### src/rtl/iex_pkg.sv
/*
 * shared types and constants for the instruction execution block.
 * assumes a single 100 MHz system clock and an external decoder that
 * presents one operation per request.
 */
package iex_pkg;

    localparam int DATA_W = 8;
    localparam int ADDR_W = 8;
    localparam int PC_W = 12;
    localparam int WDT_W = 8;
    localparam int PRE_W = 8;
    localparam int BIT_W = 3;

    localparam logic [3:0] BCD_LIMIT = 4'h9;
    localparam logic [3:0] BCD_FIX = 4'h6;
    localparam logic [7:0] ONE = 8'h01;
    localparam logic [7:0] ZERO_BYTE = 8'h00;
    localparam logic [WDT_W-1:0] WDT_RESET = 8'h00;
    localparam logic [PRE_W-1:0] PRE_RESET = 8'h00;
    localparam logic [PC_W-1:0] PC_RESET = 12'h000;
    localparam logic [PC_W-1:0] PC_STEP = 12'h001;

    // operation codes handed in by the decoder
    typedef enum logic [3:0] {
        OP_BIT_CLEAR = 4'h0,
        OP_WATCHDOG_CLEAR = 4'h1,
        OP_WATCHDOG_PRE1 = 4'h2,
        OP_WATCHDOG_PRE2 = 4'h3,
        OP_COMPLEMENT_ACC = 4'h4,
        OP_DECIMAL_ADJUST = 4'h5,
        OP_INC_MEM = 4'h6,
        OP_INC_ACC = 4'h7,
        OP_DEC_MEM = 4'h8,
        OP_DEC_ACC = 4'h9,
        OP_POWER_DOWN = 4'ha,
        OP_DIRECT_JUMP = 4'hb,
        OP_MOVE_ACC = 4'hc
    } iex_op_e;

    // execution sequencer, one-hot
    typedef enum logic [2:0] {
        ST_IDLE = 3'b001,
        ST_READ = 3'b010,
        ST_HALT = 3'b100
    } iex_state_e;

    // one instruction request
    typedef struct packed {
        iex_op_e op;
        logic [ADDR_W-1:0] addr;
        logic [BIT_W-1:0] bitSel;
        logic [PC_W-1:0] target;
    } iex_req_s;

    // status flags
    typedef struct packed {
        logic timeoutFlag;
        logic powerdownFlag;
        logic overflowFlag;
        logic zeroFlag;
        logic auxCarryFlag;
        logic carryFlag;
    } iex_flags_s;

    // data memory write port
    typedef struct packed {
        logic we;
        logic [ADDR_W-1:0] addr;
        logic [DATA_W-1:0] data;
    } iex_memwr_s;

endpackage : iex_pkg

### src/rtl/iex_exec.sv
/*
 * executes one instruction per request: reads the operand, computes,
 * writes memory, accumulator, flags and program counter.
 * assumes data memory that answers the registered read address within the same cycle, and that
 * a request is offered only while reqReady is high.
 */
`timescale 1ns/1ps
`default_nettype none
// Behaviour
// - watchdog clear zeroes counter, clears timeout and powerdown flags.
// - preclear pair clears only after both halves; single half only marks itself.
// - complement places inverted byte in accumulator, memory unchanged.
// - decimal adjust adds six to low nibble above nine or aux carry.
// - high nibble adjusted with internal carry, sets carry, stores to memory.
// - memory increment writes byte plus one back, zero flag only.
// - increment-to-accumulator puts byte plus one in accumulator, zero flag.
// - power-down halts, keeps data, clears watchdog, advances program counter.
// - power-down sets powerdown flag, clears timeout flag, others untouched.
// - direct jump loads program counter from instruction, no flags.
// - move copies addressed byte into accumulator.
module iex_exec (
    // clock and reset
    input wire logic clk_sys,
    input wire logic reset_n,
    // instruction request
    input wire logic reqValid,
    input wire iex_pkg::iex_req_s req,
    output logic reqReady,
    // wake from power-down, pin level
    input wire logic wakePin,
    // data memory read port
    output logic [7:0] memRdAddr,
    output logic memRdEn,
    input wire logic [7:0] memRdData,
    // data memory write port
    output iex_pkg::iex_memwr_s memWr,
    // architectural state
    output logic [7:0] acc,
    output logic [11:0] pc,
    output iex_pkg::iex_flags_s flags,
    output logic [7:0] watchdogCount,
    output logic halted,
    output logic preFirstFlag,
    output logic preSecondFlag,
    output logic done
);
    typedef struct packed {
        iex_pkg::iex_state_e fsm;
        iex_pkg::iex_req_s cur;
        logic [7:0] acc;
        logic [11:0] pc;
        iex_pkg::iex_flags_s flags;
        iex_pkg::iex_memwr_s memWr;
        logic [7:0] rdAddr;
        logic rdEn;
        logic ready;
        logic done;
        logic wdClear;
        logic pre1;
        logic pre2;
        logic [7:0] wdCount;
        logic wdFirst;
        logic wdSecond;
        logic wakeMeta;
        logic wakeSync;
        logic halt;
    } iex_exec_s;

    iex_exec_s st;
    iex_exec_s next_st;

    logic [7:0] aluResult;
    logic aluCarry;
    logic aluZero;
    logic [7:0] wdtCount;
    logic wdtPairDone;
    logic wdtFirst;
    logic wdtSecond;

    // operations that need the data memory operand
    function automatic logic needsOperand(input iex_pkg::iex_op_e op);
        needsOperand = !(op inside {iex_pkg::OP_WATCHDOG_CLEAR, iex_pkg::OP_WATCHDOG_PRE1,
            iex_pkg::OP_WATCHDOG_PRE2, iex_pkg::OP_POWER_DOWN, iex_pkg::OP_DIRECT_JUMP});
    endfunction : needsOperand

    iex_alu u_alu (
        .op(st.cur.op),
        .operand(memRdData),
        .acc(st.acc),
        .bitSel(st.cur.bitSel),
        .auxCarryIn(st.flags.auxCarryFlag),
        .carryIn(st.flags.carryFlag),
        .result(aluResult),
        .carryOut(aluCarry),
        .zeroOut(aluZero)
    );

    // clear requests are registered, so the watchdog acts one cycle later
    iex_watchdog u_wdt (
        .clk_sys(clk_sys),
        .reset_n(reset_n),
        .clearNow(st.wdClear),
        .preFirst(st.pre1),
        .preSecond(st.pre2),
        .count(wdtCount),
        .pairDone(wdtPairDone),
        .firstSeen(wdtFirst),
        .secondSeen(wdtSecond)
    );

    // sequencer and architectural updates
    always_comb begin
        next_st = st;
        next_st.memWr.we = 1'b0;
        next_st.rdEn = 1'b0;
        next_st.done = 1'b0;
        next_st.wdClear = 1'b0;
        next_st.pre1 = 1'b0;
        next_st.pre2 = 1'b0;
        next_st.wdCount = wdtCount;
        next_st.wdFirst = wdtFirst;
        next_st.wdSecond = wdtSecond;
        next_st.wakeMeta = wakePin;
        next_st.wakeSync = st.wakeMeta;
        // pair completion drops both flags in the same cycle as the counter
        if (wdtPairDone) begin
            next_st.flags.timeoutFlag = 1'b0;
            next_st.flags.powerdownFlag = 1'b0;
        end
        unique case (st.fsm)
            iex_pkg::ST_IDLE: begin
                if (reqValid) begin
                    next_st.cur = req;
                    next_st.ready = 1'b0;
                    if (needsOperand(req.op)) begin
                        next_st.rdAddr = req.addr;
                        next_st.rdEn = 1'b1;
                        next_st.fsm = iex_pkg::ST_READ;
                    end else begin
                        next_st.done = 1'b1;
                        next_st.ready = 1'b1;
                        next_st.pc = st.pc + iex_pkg::PC_STEP;
                        unique case (req.op)
                            iex_pkg::OP_WATCHDOG_CLEAR: begin
                                next_st.wdClear = 1'b1;
                                next_st.flags.timeoutFlag = 1'b0;
                                next_st.flags.powerdownFlag = 1'b0;
                            end
                            // a lone half only records itself; flags stay
                            iex_pkg::OP_WATCHDOG_PRE1: next_st.pre1 = 1'b1;
                            iex_pkg::OP_WATCHDOG_PRE2: next_st.pre2 = 1'b1;
                            iex_pkg::OP_POWER_DOWN: begin
                                next_st.wdClear = 1'b1;
                                next_st.flags.powerdownFlag = 1'b1;
                                next_st.flags.timeoutFlag = 1'b0;
                                next_st.ready = 1'b0;
                                next_st.fsm = iex_pkg::ST_HALT;
                                next_st.halt = 1'b1;
                            end
                            iex_pkg::OP_DIRECT_JUMP: next_st.pc = req.target;
                            default: next_st.pc = st.pc + iex_pkg::PC_STEP;
                        endcase
                    end
                end
            end
            iex_pkg::ST_READ: begin
                // operand arrives this cycle
                next_st.fsm = iex_pkg::ST_IDLE;
                next_st.ready = 1'b1;
                next_st.done = 1'b1;
                next_st.pc = st.pc + iex_pkg::PC_STEP;
                next_st.memWr.addr = st.cur.addr;
                next_st.memWr.data = aluResult;
                unique case (st.cur.op)
                    iex_pkg::OP_BIT_CLEAR: next_st.memWr.we = 1'b1;
                    iex_pkg::OP_COMPLEMENT_ACC: next_st.acc = aluResult;
                    iex_pkg::OP_DECIMAL_ADJUST: begin
                        next_st.memWr.we = 1'b1;
                        next_st.flags.carryFlag = aluCarry;
                    end
                    iex_pkg::OP_INC_MEM, iex_pkg::OP_DEC_MEM: begin
                        next_st.memWr.we = 1'b1;
                        next_st.flags.zeroFlag = aluZero;
                    end
                    iex_pkg::OP_INC_ACC, iex_pkg::OP_DEC_ACC: begin
                        next_st.acc = aluResult;
                        next_st.flags.zeroFlag = aluZero;
                    end
                    iex_pkg::OP_MOVE_ACC: next_st.acc = memRdData;
                    default: next_st.acc = st.acc;
                endcase
            end
            iex_pkg::ST_HALT: begin
                // execution stopped; memory and registers keep their contents
                if (st.wakeSync) begin
                    next_st.fsm = iex_pkg::ST_IDLE;
                    next_st.halt = 1'b0;
                    next_st.ready = 1'b1;
                end
            end
            default: begin
                next_st.fsm = iex_pkg::ST_IDLE;
                next_st.halt = 1'b0;
                next_st.ready = 1'b1;
            end
        endcase
    end

    always_ff @(posedge clk_sys or negedge reset_n) begin
        if (!reset_n) begin
            st <= '0;
            st.fsm <= iex_pkg::ST_IDLE;
            st.pc <= iex_pkg::PC_RESET;
            st.ready <= 1'b1;
        end else begin
            st <= next_st;
        end
    end

    // outputs straight from the state register
    assign reqReady = st.ready;
    assign memRdAddr = st.rdAddr;
    assign memRdEn = st.rdEn;
    assign memWr = st.memWr;
    assign acc = st.acc;
    assign pc = st.pc;
    assign flags = st.flags;
    assign watchdogCount = st.wdCount;
    assign halted = st.halt; // own flop, not a decode of the state code
    assign preFirstFlag = st.wdFirst;
    assign preSecondFlag = st.wdSecond;
    assign done = st.done;
endmodule : iex_exec
`default_nettype wire

### src/rtl/iex_alu.sv
/*
 * combinational datapath for the executed operations.
 * assumes the operand byte is already read from data memory.
 */
`timescale 1ns/1ps
`default_nettype none
module iex_alu (
    // operands
    input wire iex_pkg::iex_op_e op,
    input wire logic [7:0] operand,
    input wire logic [7:0] acc,
    input wire logic [2:0] bitSel,
    input wire logic auxCarryIn,
    input wire logic carryIn,
    // results
    output logic [7:0] result,
    output logic carryOut,
    output logic zeroOut
);
    logic [4:0] lowSum;
    logic [4:0] highSum;
    logic lowCarry;

    // datapath per operation
    always_comb begin
        lowSum = {1'b0, acc[3:0]};
        highSum = {1'b0, acc[7:4]};
        lowCarry = 1'b0;
        carryOut = carryIn;
        result = operand;
        unique case (op)
            iex_pkg::OP_BIT_CLEAR: result = operand & ~(iex_pkg::ONE << bitSel);
            iex_pkg::OP_COMPLEMENT_ACC: result = ~operand;
            iex_pkg::OP_INC_MEM, iex_pkg::OP_INC_ACC: result = operand + iex_pkg::ONE;
            iex_pkg::OP_DEC_MEM, iex_pkg::OP_DEC_ACC: result = operand - iex_pkg::ONE;
            iex_pkg::OP_DECIMAL_ADJUST: begin
                // low nibble: fix above nine or on aux carry
                if (acc[3:0] > iex_pkg::BCD_LIMIT || auxCarryIn) begin
                    lowSum = {1'b0, acc[3:0]} + {1'b0, iex_pkg::BCD_FIX};
                end
                lowCarry = lowSum[4];
                // internal carry joins the high nibble before the nibble is judged
                highSum = {1'b0, acc[7:4]} + {4'h0, lowCarry};
                if (highSum > {1'b0, iex_pkg::BCD_LIMIT} || carryIn) begin
                    highSum = highSum + {1'b0, iex_pkg::BCD_FIX};
                    carryOut = 1'b1;
                end else begin
                    carryOut = carryIn;
                end
                result = {highSum[3:0], lowSum[3:0]};
            end
            default: result = operand;
        endcase
        zeroOut = (result == iex_pkg::ZERO_BYTE);
    end
endmodule : iex_alu
`default_nettype wire

### src/rtl/iex_watchdog.sv
/*
 * watchdog counter with prescaler and the preclear pair tracking.
 * assumes clear requests are one-cycle pulses from the executor.
 */
`timescale 1ns/1ps
`default_nettype none
module iex_watchdog (
    // clock and reset
    input wire logic clk_sys,
    input wire logic reset_n,
    // requests
    input wire logic clearNow,
    input wire logic preFirst,
    input wire logic preSecond,
    // state
    output logic [7:0] count,
    output logic pairDone,
    output logic firstSeen,
    output logic secondSeen
);
    typedef struct packed {
        logic [7:0] pre;
        logic [7:0] count;
        logic first;
        logic second;
    } iex_wdt_s;

    iex_wdt_s state;
    iex_wdt_s next_state;
    logic bothDone;

    // pair completes when the other half is already recorded
    always_comb begin
        next_state = state;
        bothDone = (preFirst && state.second) || (preSecond && state.first);
        if (preFirst) next_state.first = 1'b1;
        if (preSecond) next_state.second = 1'b1;
        next_state.pre = state.pre + 8'h01;
        if (&state.pre) next_state.count = state.count + 8'h01;
        if (clearNow || bothDone) begin
            next_state.pre = iex_pkg::PRE_RESET;
            next_state.count = iex_pkg::WDT_RESET;
            next_state.first = 1'b0;
            next_state.second = 1'b0;
        end
    end

    always_ff @(posedge clk_sys or negedge reset_n) begin
        if (!reset_n) begin
            state <= '0;
        end else begin
            state <= next_state;
        end
    end

    assign count = state.count;
    assign pairDone = bothDone;
    assign firstSeen = state.first;
    assign secondSeen = state.second;
endmodule : iex_watchdog
`default_nettype wire

### config.mk
export PLATFORM = sky130hd
export DESIGN_NAME = iex_exec
export DESIGN_NICKNAME = d
export VERILOG_FILES = /design/src/rtl/iex_pkg.sv /design/src/rtl/iex_exec.sv /design/src/rtl/iex_alu.sv /design/src/rtl/iex_watchdog.sv
export SDC_FILE = /design/constraint.sdc
export NUM_CORES = 1
export LEC_CHECK = 0
export BUFFER_PORTS_ARGS = -buffer_cell sky130_fd_sc_hd__buf_2
export CAP_MARGIN = 5
export CORE_UTILIZATION = 52
export DETAILED_ROUTE_END_ITERATION = 10
export PLACE_DENSITY = 0.77
export SLEW_MARGIN = 20
export SYNTH_ARGS = -nofsm -noshare
export SYNTH_HDL_FRONTEND = slang
export SYNTH_HIERARCHICAL = 1
export SYNTH_SLANG_ARGS = --single-unit
### constraint.sdc
create_clock -name clk_sys -period 3.1 [get_ports clk_sys]
set_input_delay 0.93 -clock clk_sys [delete_from_list [all_inputs] [get_ports clk_sys]]
set_output_delay 0.93 -clock clk_sys [all_outputs]
set_load 0.005 [all_outputs]
==> impl_results.md, run 1 <==
* Crit Path Category: flop to flop
* Mapped Avg Cell Area at 8.99 um2
* Share of cells above drive strength 1 at 0.257
* Row Count at 39
* Post-synth EDFFs at 0
* Starting Density at 0.540
* Crit-path cells: nand2b_1 -> nor2_4 -> inv_1 -> fa_2 -> nor2b_2 -> o31a_1 -> a21oi_1 -> a221o_1 -> nor4b_2 -> nor4b_4 -> nor3_1 -> nand2_1 -> o21ai_0 -> a21oi_1
* Final WL at 14,100 um
* Failing checks: DRC
* Final hold vios at 0
* Async S/R FF share, synth at 1.00
* Commonest cells after routing, fill and taps aside: nand2_1 (135), dfrtp_1 (102), buf_2 (100)
* Worst setup margin at between 0.2 and 0.25 ns
* Ys flop type: dfrtp_1
* Total gr overflow at 0
* Leakage at 3.35 nW
* Reg2reg start: st[94]
* Critical path's slowest cell: dfrtp_1
* WHS Path Cells at 0
* Worst path arrival time at 3.17 ns
* DIE HEIGHT at 112 um
* ANT nets after route at 0
* CTS tree: done
* DP HPWL at just over 10,000 um
* Number of global-route vias before repair at 4,821
* Post-synthesis cell type count at 80
* YS warnings at 6
* Synth Instances at 695
* Iter 0 DRT Violations at 453
* Routability congestion estimate at a little over 0.9
* Root Driver: clkbuf_16
* Hold wc startpoint: next_st[1]
* Required time worst endpoint at 3.38 ns
* Antenna Cells at 0
* Most common cell after layout, fill and taps aside: nand2_1
* Post-layout nets at roughly 810
* GRT Total Usage at 0.235
* Hold Path End: st[1]
* Max Cap Viol at 0
* Buf+Inv Stages, Crit Path at 1
* Die ar. at around 0.012 mm2
* Via Count at roughly 5,100
* Setup crit start kind: flop
* Path depth of the worst reg2reg path at 14
* Core ar. at between 0.01 and 0.015 mm2
* Critical R2R Capture: flags[2]
* Top Ports at 104
* Most frequent CP cell: a21oi_1
* P&R area growth vs syn at 10.9%
* Largest delay share family, worst path: simple AND/OR/NAND/NOR gates
* Wire per inst at between 15 and 20 um
* R2r setup slk at 0.20 ns
* Slew @ Worst Pin at 0.588 ns
* Synthesis-stage register bit count at about 100
* Post-route cell area at 0.00693 mm2
* DR vias/cell at between 5 and 6
* Largest net degree at the start of global routing at between 70 and 80
* Final Setup Violations at 0
* Final Core Density at 0.599
* Pre-Repair DR Iteration Count at 10
* CTS buffer count at 9
* Residual DRC count at 7
* Crit end category: flop
* Pwr dens at 769 mW/mm2
* First-pass GRT wire length at 23,600 um
* Sequential element share of the synthesized area at 0.417
* Max Clk Rate at 345 MHz
* DP Area at approximately 0.0066 mm2
* Initial antenna violation count at 0
* Slew Limit Fails at 0
* Status: complete, but fails checks
* CP max FO at 5
* Dpl ws at -0.118 ns
* Rel. slew slack at 0.606
* Crit path largest cell delay at 0.38 ns
* FF+latch area at ~0.0026 mm2
* Area of the multi-input gates at about 0.0030 mm2
* # port buffers at ~100
* Post-Syn Area at roughly 0.0062 mm2
* Clock H-tree levels at 3
* Sink Count at 104
* CTS clk-pin slew, worst paths at 0.08 ns
* Fill count at 1,018
* Die width at roughly 110 um
* Buffer depth of the longest clock path at 2
* Hold Crit Class: flop to flop
* Final Cycle Share at 0.934
* VDD IR max at approximately 470 uV
* Fin crit period at 2.90 ns
* Final Skew at 0.00875 ns
* Clock Latency Late Sink at 0.35 ns
==> cell usage after synthesis (6+ instances only) <==
master | instances | share of area
or3_1 | 9 | 0.0090
a211oi_1 | 6 | 0.0072
nand2b_1 | 12 | 0.012
clkbuf_1 | 8 | 0.0048
o21ai_0 | 35 | 0.028
ha_1 | 13 | 0.026
nand3_1 | 18 | 0.014
xnor2_1 | 7 | 0.0098
a21oi_1 | 34 | 0.027
nor3_1 | 6 | 0.0048
mux2i_1 | 14 | 0.022
dfrtp_1 | 102 | 0.41
mux2_2 | 9 | 0.016
buf_2 | 13 | 0.010
o21ai_1 | 9 | 0.0072
nor2_1 | 39 | 0.023
inv_1 | 17 | 0.010
and3_1 | 9 | 0.0090
nand2_1 | 135 | 0.081
buf_4 | 70 | 0.084
nor2b_1 | 6 | 0.0060
==> worst max-delay path by stage <==
stage | start | end | slack [ns] | cells after the start
3_5_place_dp | memRdData[0] | flags[2] | -0.12 | 13
2_1_floorplan | st[95] | flags[2] | 0.02 | 14
4_1_cts | acc[2] | flags[2] | 0.01 | 14
5_1_grt | st[94] | flags[2] | -0.02 | 14
3_3_place_gp | memRdData[0] | flags[2] | -0.08 | 13
6_report | st[94] | flags[2] | 0.20 | 14
==> what timing repair did <==
item                                    CTS  global route
pin swaps                                 0             4
hold buffers                              0             0
buffers inserted                          0             0
endpoints found under the setup margin    1             1
resized for setup                         2            11
==> power breakdown <==
part	internal [mW]	leakage, nW	switching (mW)
combinational	0.992	1.89	1.14
sequential	1.72	1.31	0.346
clock	0.571	0.147	0.564
==> per-stage QoR <==
stage,std cells,setup TNS [ns],hold WS [ns],total power [mW]
4_1_cts,902,0,0.359,5.27
5_1_grt,902,-0.0191,0.389,5.70
2_1_floorplan,702,0,0.331,3.63
3_3_place_gp,886,-0.0832,0.339,4.03
6_report,902,0,0.362,5.33
3_5_place_dp,886,-0.118,0.340,4.12
==> registers in the layout, indices dropped and copies added (netlist names), 4 cells and up <==
register and cells:
memRdAddr 8, u_wdt/state 8, watchdogCount 8, st 22, pc 12, flags 4
u_wdt/count 8, memWr 17, acc 8
==> layer usage <==
| layer | GRT usage | vias to the layer above | wire [um] |
|---|---|---|---|
| li1 | - | 2473 | - |
| met1 | 0.325 | 2481 | 6600 |
| met2 | 0.375 | 157 | 6610 |
| met3 | 0.0593 | 5 | 810 |
| met4 | 0.0541 | 0 | 83 |
| met5 | 0 | - | 0 |
==> layout make-up <==
type	count	share of cell area
Multi-Input combinational cell	484	0.431
Sequential cell	104	0.376
Timing Repair Buffer	136	0.114
Clock buffer	9	0.0325
Tap cell	143	0.0258
Clock inverter	7	0.0107
Inverter	19	0.0103
==> cell families (layout without fill, tap and decap cells) <==
kind of cell / after synthesis / count (layout) / synth area share
simple gates: 277 / 277 / 0.221
compound gates: 150 / 150 / 0.159
buf+inv: 114 / 171 / 0.117
flops: 104 / 104 / 0.417
mux: 23 / 23 / 0.0387
fa+ha+maj: 14 / 14 / 0.0292
xor+xnor: 12 / 12 / 0.0168
other cells: 1 / 8 / 0.000600
(Power assumes the default switching activity.)
==> inputs of run 2 (changes only) <==
--- a/config.mk
+++ b/config.mk
@@ -7,9 +7,10 @@
 export LEC_CHECK = 0
 export BUFFER_PORTS_ARGS = -buffer_cell sky130_fd_sc_hd__buf_2
 export CAP_MARGIN = 5
+export CORE_ASPECT_RATIO = 1.1
 export CORE_UTILIZATION = 52
 export DETAILED_ROUTE_END_ITERATION = 10
-export PLACE_DENSITY = 0.77
+export PLACE_DENSITY = 0.8
 export SLEW_MARGIN = 20
 export SYNTH_ARGS = -nofsm -noshare
 export SYNTH_HDL_FRONTEND = slang
==> impl_results.md, run 2 (synthesis gave the netlist of run 1 again) <==
* Most common cell after layout, fill and taps aside: nand2_1 (unchanged)
* R2r setup slk at 0.17 ns (was 0.20 ns)
* Pwr dens at 761 mW/mm2 (was 769 mW/mm2)
* Sink Count at 104 (unchanged)
* Post-CTS Setup Bufs at 0 (unchanged)
* Iter 0 DRT Violations at 228 (was 453)
* Top Ports at 104 (unchanged)
* Dpl cells at 890 (was 886)
* Crit Path Category: flop to flop (unchanged)
* Area of the multi-input gates at 0.00295 mm2 (was 0.00299 mm2)
* Hold Path End: st[1] (unchanged)
* Final WL at 14,300 um (was 14,100 um)
* Status: finished, final reports clean (was complete, but fails checks)
* DIE HEIGHT at 117 um (was 112 um)
* Final hold vios at 0 (unchanged)
* Reg power frac at 0.394 (was 0.387)
* Leakage at 3.30 nW (was 3.35 nW)
* Rel. slew slack at 0.531 (was 0.606)
* Share of cells above drive strength 1 at 0.247 (was 0.257)
* Starting Density at 0.539 (was 0.540)
* Wire per inst at 15.8 um (was 15.6 um)
* Reg2reg start: acc[2] (was st[94])
* Crit end category: flop (unchanged)
* Core ar. at 0.0116 mm2 (about the same)
* GRT Total Usage at 0.235 (about the same)
* CTS buffer count at 9 (unchanged)
* # port buffers at 101 (unchanged)
* Antenna Cells at 0 (unchanged)
* Worst setup margin at 0.170 ns (was 0.204 ns)
* Pre-Repair DR Iteration Count at 5 (was 10)
* Hold wc startpoint: next_st[1] (unchanged)
* Die width at 106 um (was 112 um)
* Row Count at 41 (was 39)
* CP max FO at 8 (was 5)
* Final Setup Violations at 0 (unchanged)
* Max Cap Viol at 0 (unchanged)
* Root Driver: clkbuf_16 (unchanged)
* Hold Crit Class: flop to flop (unchanged)
* CTS tree: done (unchanged)
* Initial antenna violation count at 0 (unchanged)
* Buffer depth of the longest clock path at 2 (unchanged)
* Via Count at 5,092 (was 5,116)
* Final Cycle Share at 0.945 (was 0.934)
* DR vias/cell at 5.62 (was 5.67)
* Max Clk Rate at 341 MHz (was 345 MHz)
* FF+latch area at 0.00261 mm2 (unchanged)
* WHS Path Cells at 0 (unchanged)
* Worst path arrival time at 3.20 ns (was 3.17 ns)
* Post-layout nets at 804 (was 807)
* Slew @ Worst Pin at 0.702 ns (was 0.588 ns)
* First-pass GRT wire length at 23,100 um (was 23,600 um)
* Residual DRC count at 0 (was 7)
* Setup crit start kind: flop (unchanged)
* Fill count at 1,064 (was 1,018)
* Required time worst endpoint at 3.37 ns (was 3.38 ns)
* Commonest cells after routing, fill and taps aside: nand2_1 (135), dfrtp_1 (102), buf_2 (100) (unchanged)
* Switching part of the total at 0.381 (was 0.385)
* Slew Limit Fails at 0 (unchanged)
* Layout Cells excl Fill at 906 (was 902)
* Path depth of the worst reg2reg path at 14 (unchanged)
* ANT nets after route at 0 (unchanged)
* Routability congestion estimate at 0.875 (was 0.913)
* Dpl ws at -0.169 ns (was -0.118 ns)
* Clock H-tree levels at 3 (unchanged)
* Switching pwr at 1.99 mW (was 2.05 mW)
* Largest net degree at the start of global routing at 45 (was 79)
* Fin crit period at 2.93 ns (was 2.90 ns)
* CTS clk-pin slew, worst paths at 0.07 ns (was 0.08 ns)
* Clock Latency Late Sink at 0.35 ns (about the same)
* Biggest register: st (unchanged)
* Die ar. at 0.0125 mm2 (about the same)
* Internal power at 3.23 mW (was 3.28 mW)
* Comb pwr share at 0.394 (was 0.400)
* DP HPWL at 10,400 um (was 10,300 um)
* Critical R2R Capture: flags[2] (unchanged)
* Final Skew at 0.00966 ns (was 0.00875 ns)
* Total gr overflow at 0 (unchanged)
* Largest register FFs at 22 (unchanged)
* Number of global-route vias before repair at 4,893 (was 4,821)
* VDD IR max at 367 uV (was 469 uV)
* Clock network power share at 0.212 (was 0.213)
* P&R area growth vs syn at 9.92% (was 10.9%)
[run 2: cell count changes in the layout (fill, tap and decap cells not counted), moves of 2 or more]
cell	before	now
buf_4	34	32
clkinv_4	3	0
clkinvlp_4	0	4
ha_1	11	13
nor2b_1	4	6
[run 2: area by class of cell]
cell class                 count  area share
clock buffer                  10      0.0348
multi-input combinational    484       0.430
sequential                   104       0.379
timing repair buffer         133       0.111
clock inverter                 6     0.00729
tap                          150      0.0273
inverter                      19      0.0104
[run 2: repair_timing]
item	in CTS	in global routing
hold buffers	0	0
endpoints found under the setup margin	0	1
hold endpoints to repair	0	0
resized for setup	0	4
[run 2: per-layer routing]
metal,global-route usage,share of wire
met1,0.291,0.43
met5,0,0
met2,0.415,0.50
met4,0.0831,0.017
met3,0.0449,0.054
[run 2: worst max-delay path by stage]
stage / startpoint / endpoint / slack [ns] / cells past startpoint
floorplan: st[95] / flags[2] / 0.02 / 14
detailed placement: memRdData[0] / flags[2] / -0.17 / 13
global placement: memRdData[0] / flags[2] / -0.13 / 13
global route: st[94] / flags[2] / -0.01 / 14
finish: acc[2] / flags[2] / 0.17 / 14
CTS: st[94] / flags[2] / 0.07 / 16
[run 2: metrics by stage]
step / hold WS [ns] / total power, mW / instance area, um2 / util / TNS, ns
after CTS: 0.365 / 5.24 / 6850 / 0.591 / 0
after global placement: 0.334 / 4.00 / 6560 / 0.566 / -0.130
after global routing: 0.374 / 5.60 / 6870 / 0.592 / -0.0124
after floorplan: 0.331 / 3.63 / 6270 / - / 0
after detailed placement: 0.348 / 4.11 / 6560 / 0.566 / -0.169
final: 0.361 / 5.22 / 6870 / 0.592 / 0
[run 2: worst max-delay path: stages, from the launching register on]
cell,delay [ns]
dfrtp_1,0.38
o21a_1,0.19
ha_1,0.25
ha_1,0.24
buf_4,0.17
o2111ai_1,0.17
o21ai_0,0.11
a211oi_1,0.30
a211o_1,0.18
o211ai_1,0.16
nor4b_4,0.33
nor3_1,0.08
nand2_1,0.06
o21ai_0,0.07
a21oi_1,0.15
[run 2: power groups by stage]
stage          clock (mW)  combinational (mW)  sequential [mW]
2_1_floorplan           0                1.62             2.01
4_1_cts              1.13                2.05             2.06
3_3_place_gp            0                1.95             2.05
6_report             1.11                2.06             2.06
5_1_grt              1.18                2.31             2.11
3_5_place_dp            0                2.03             2.08
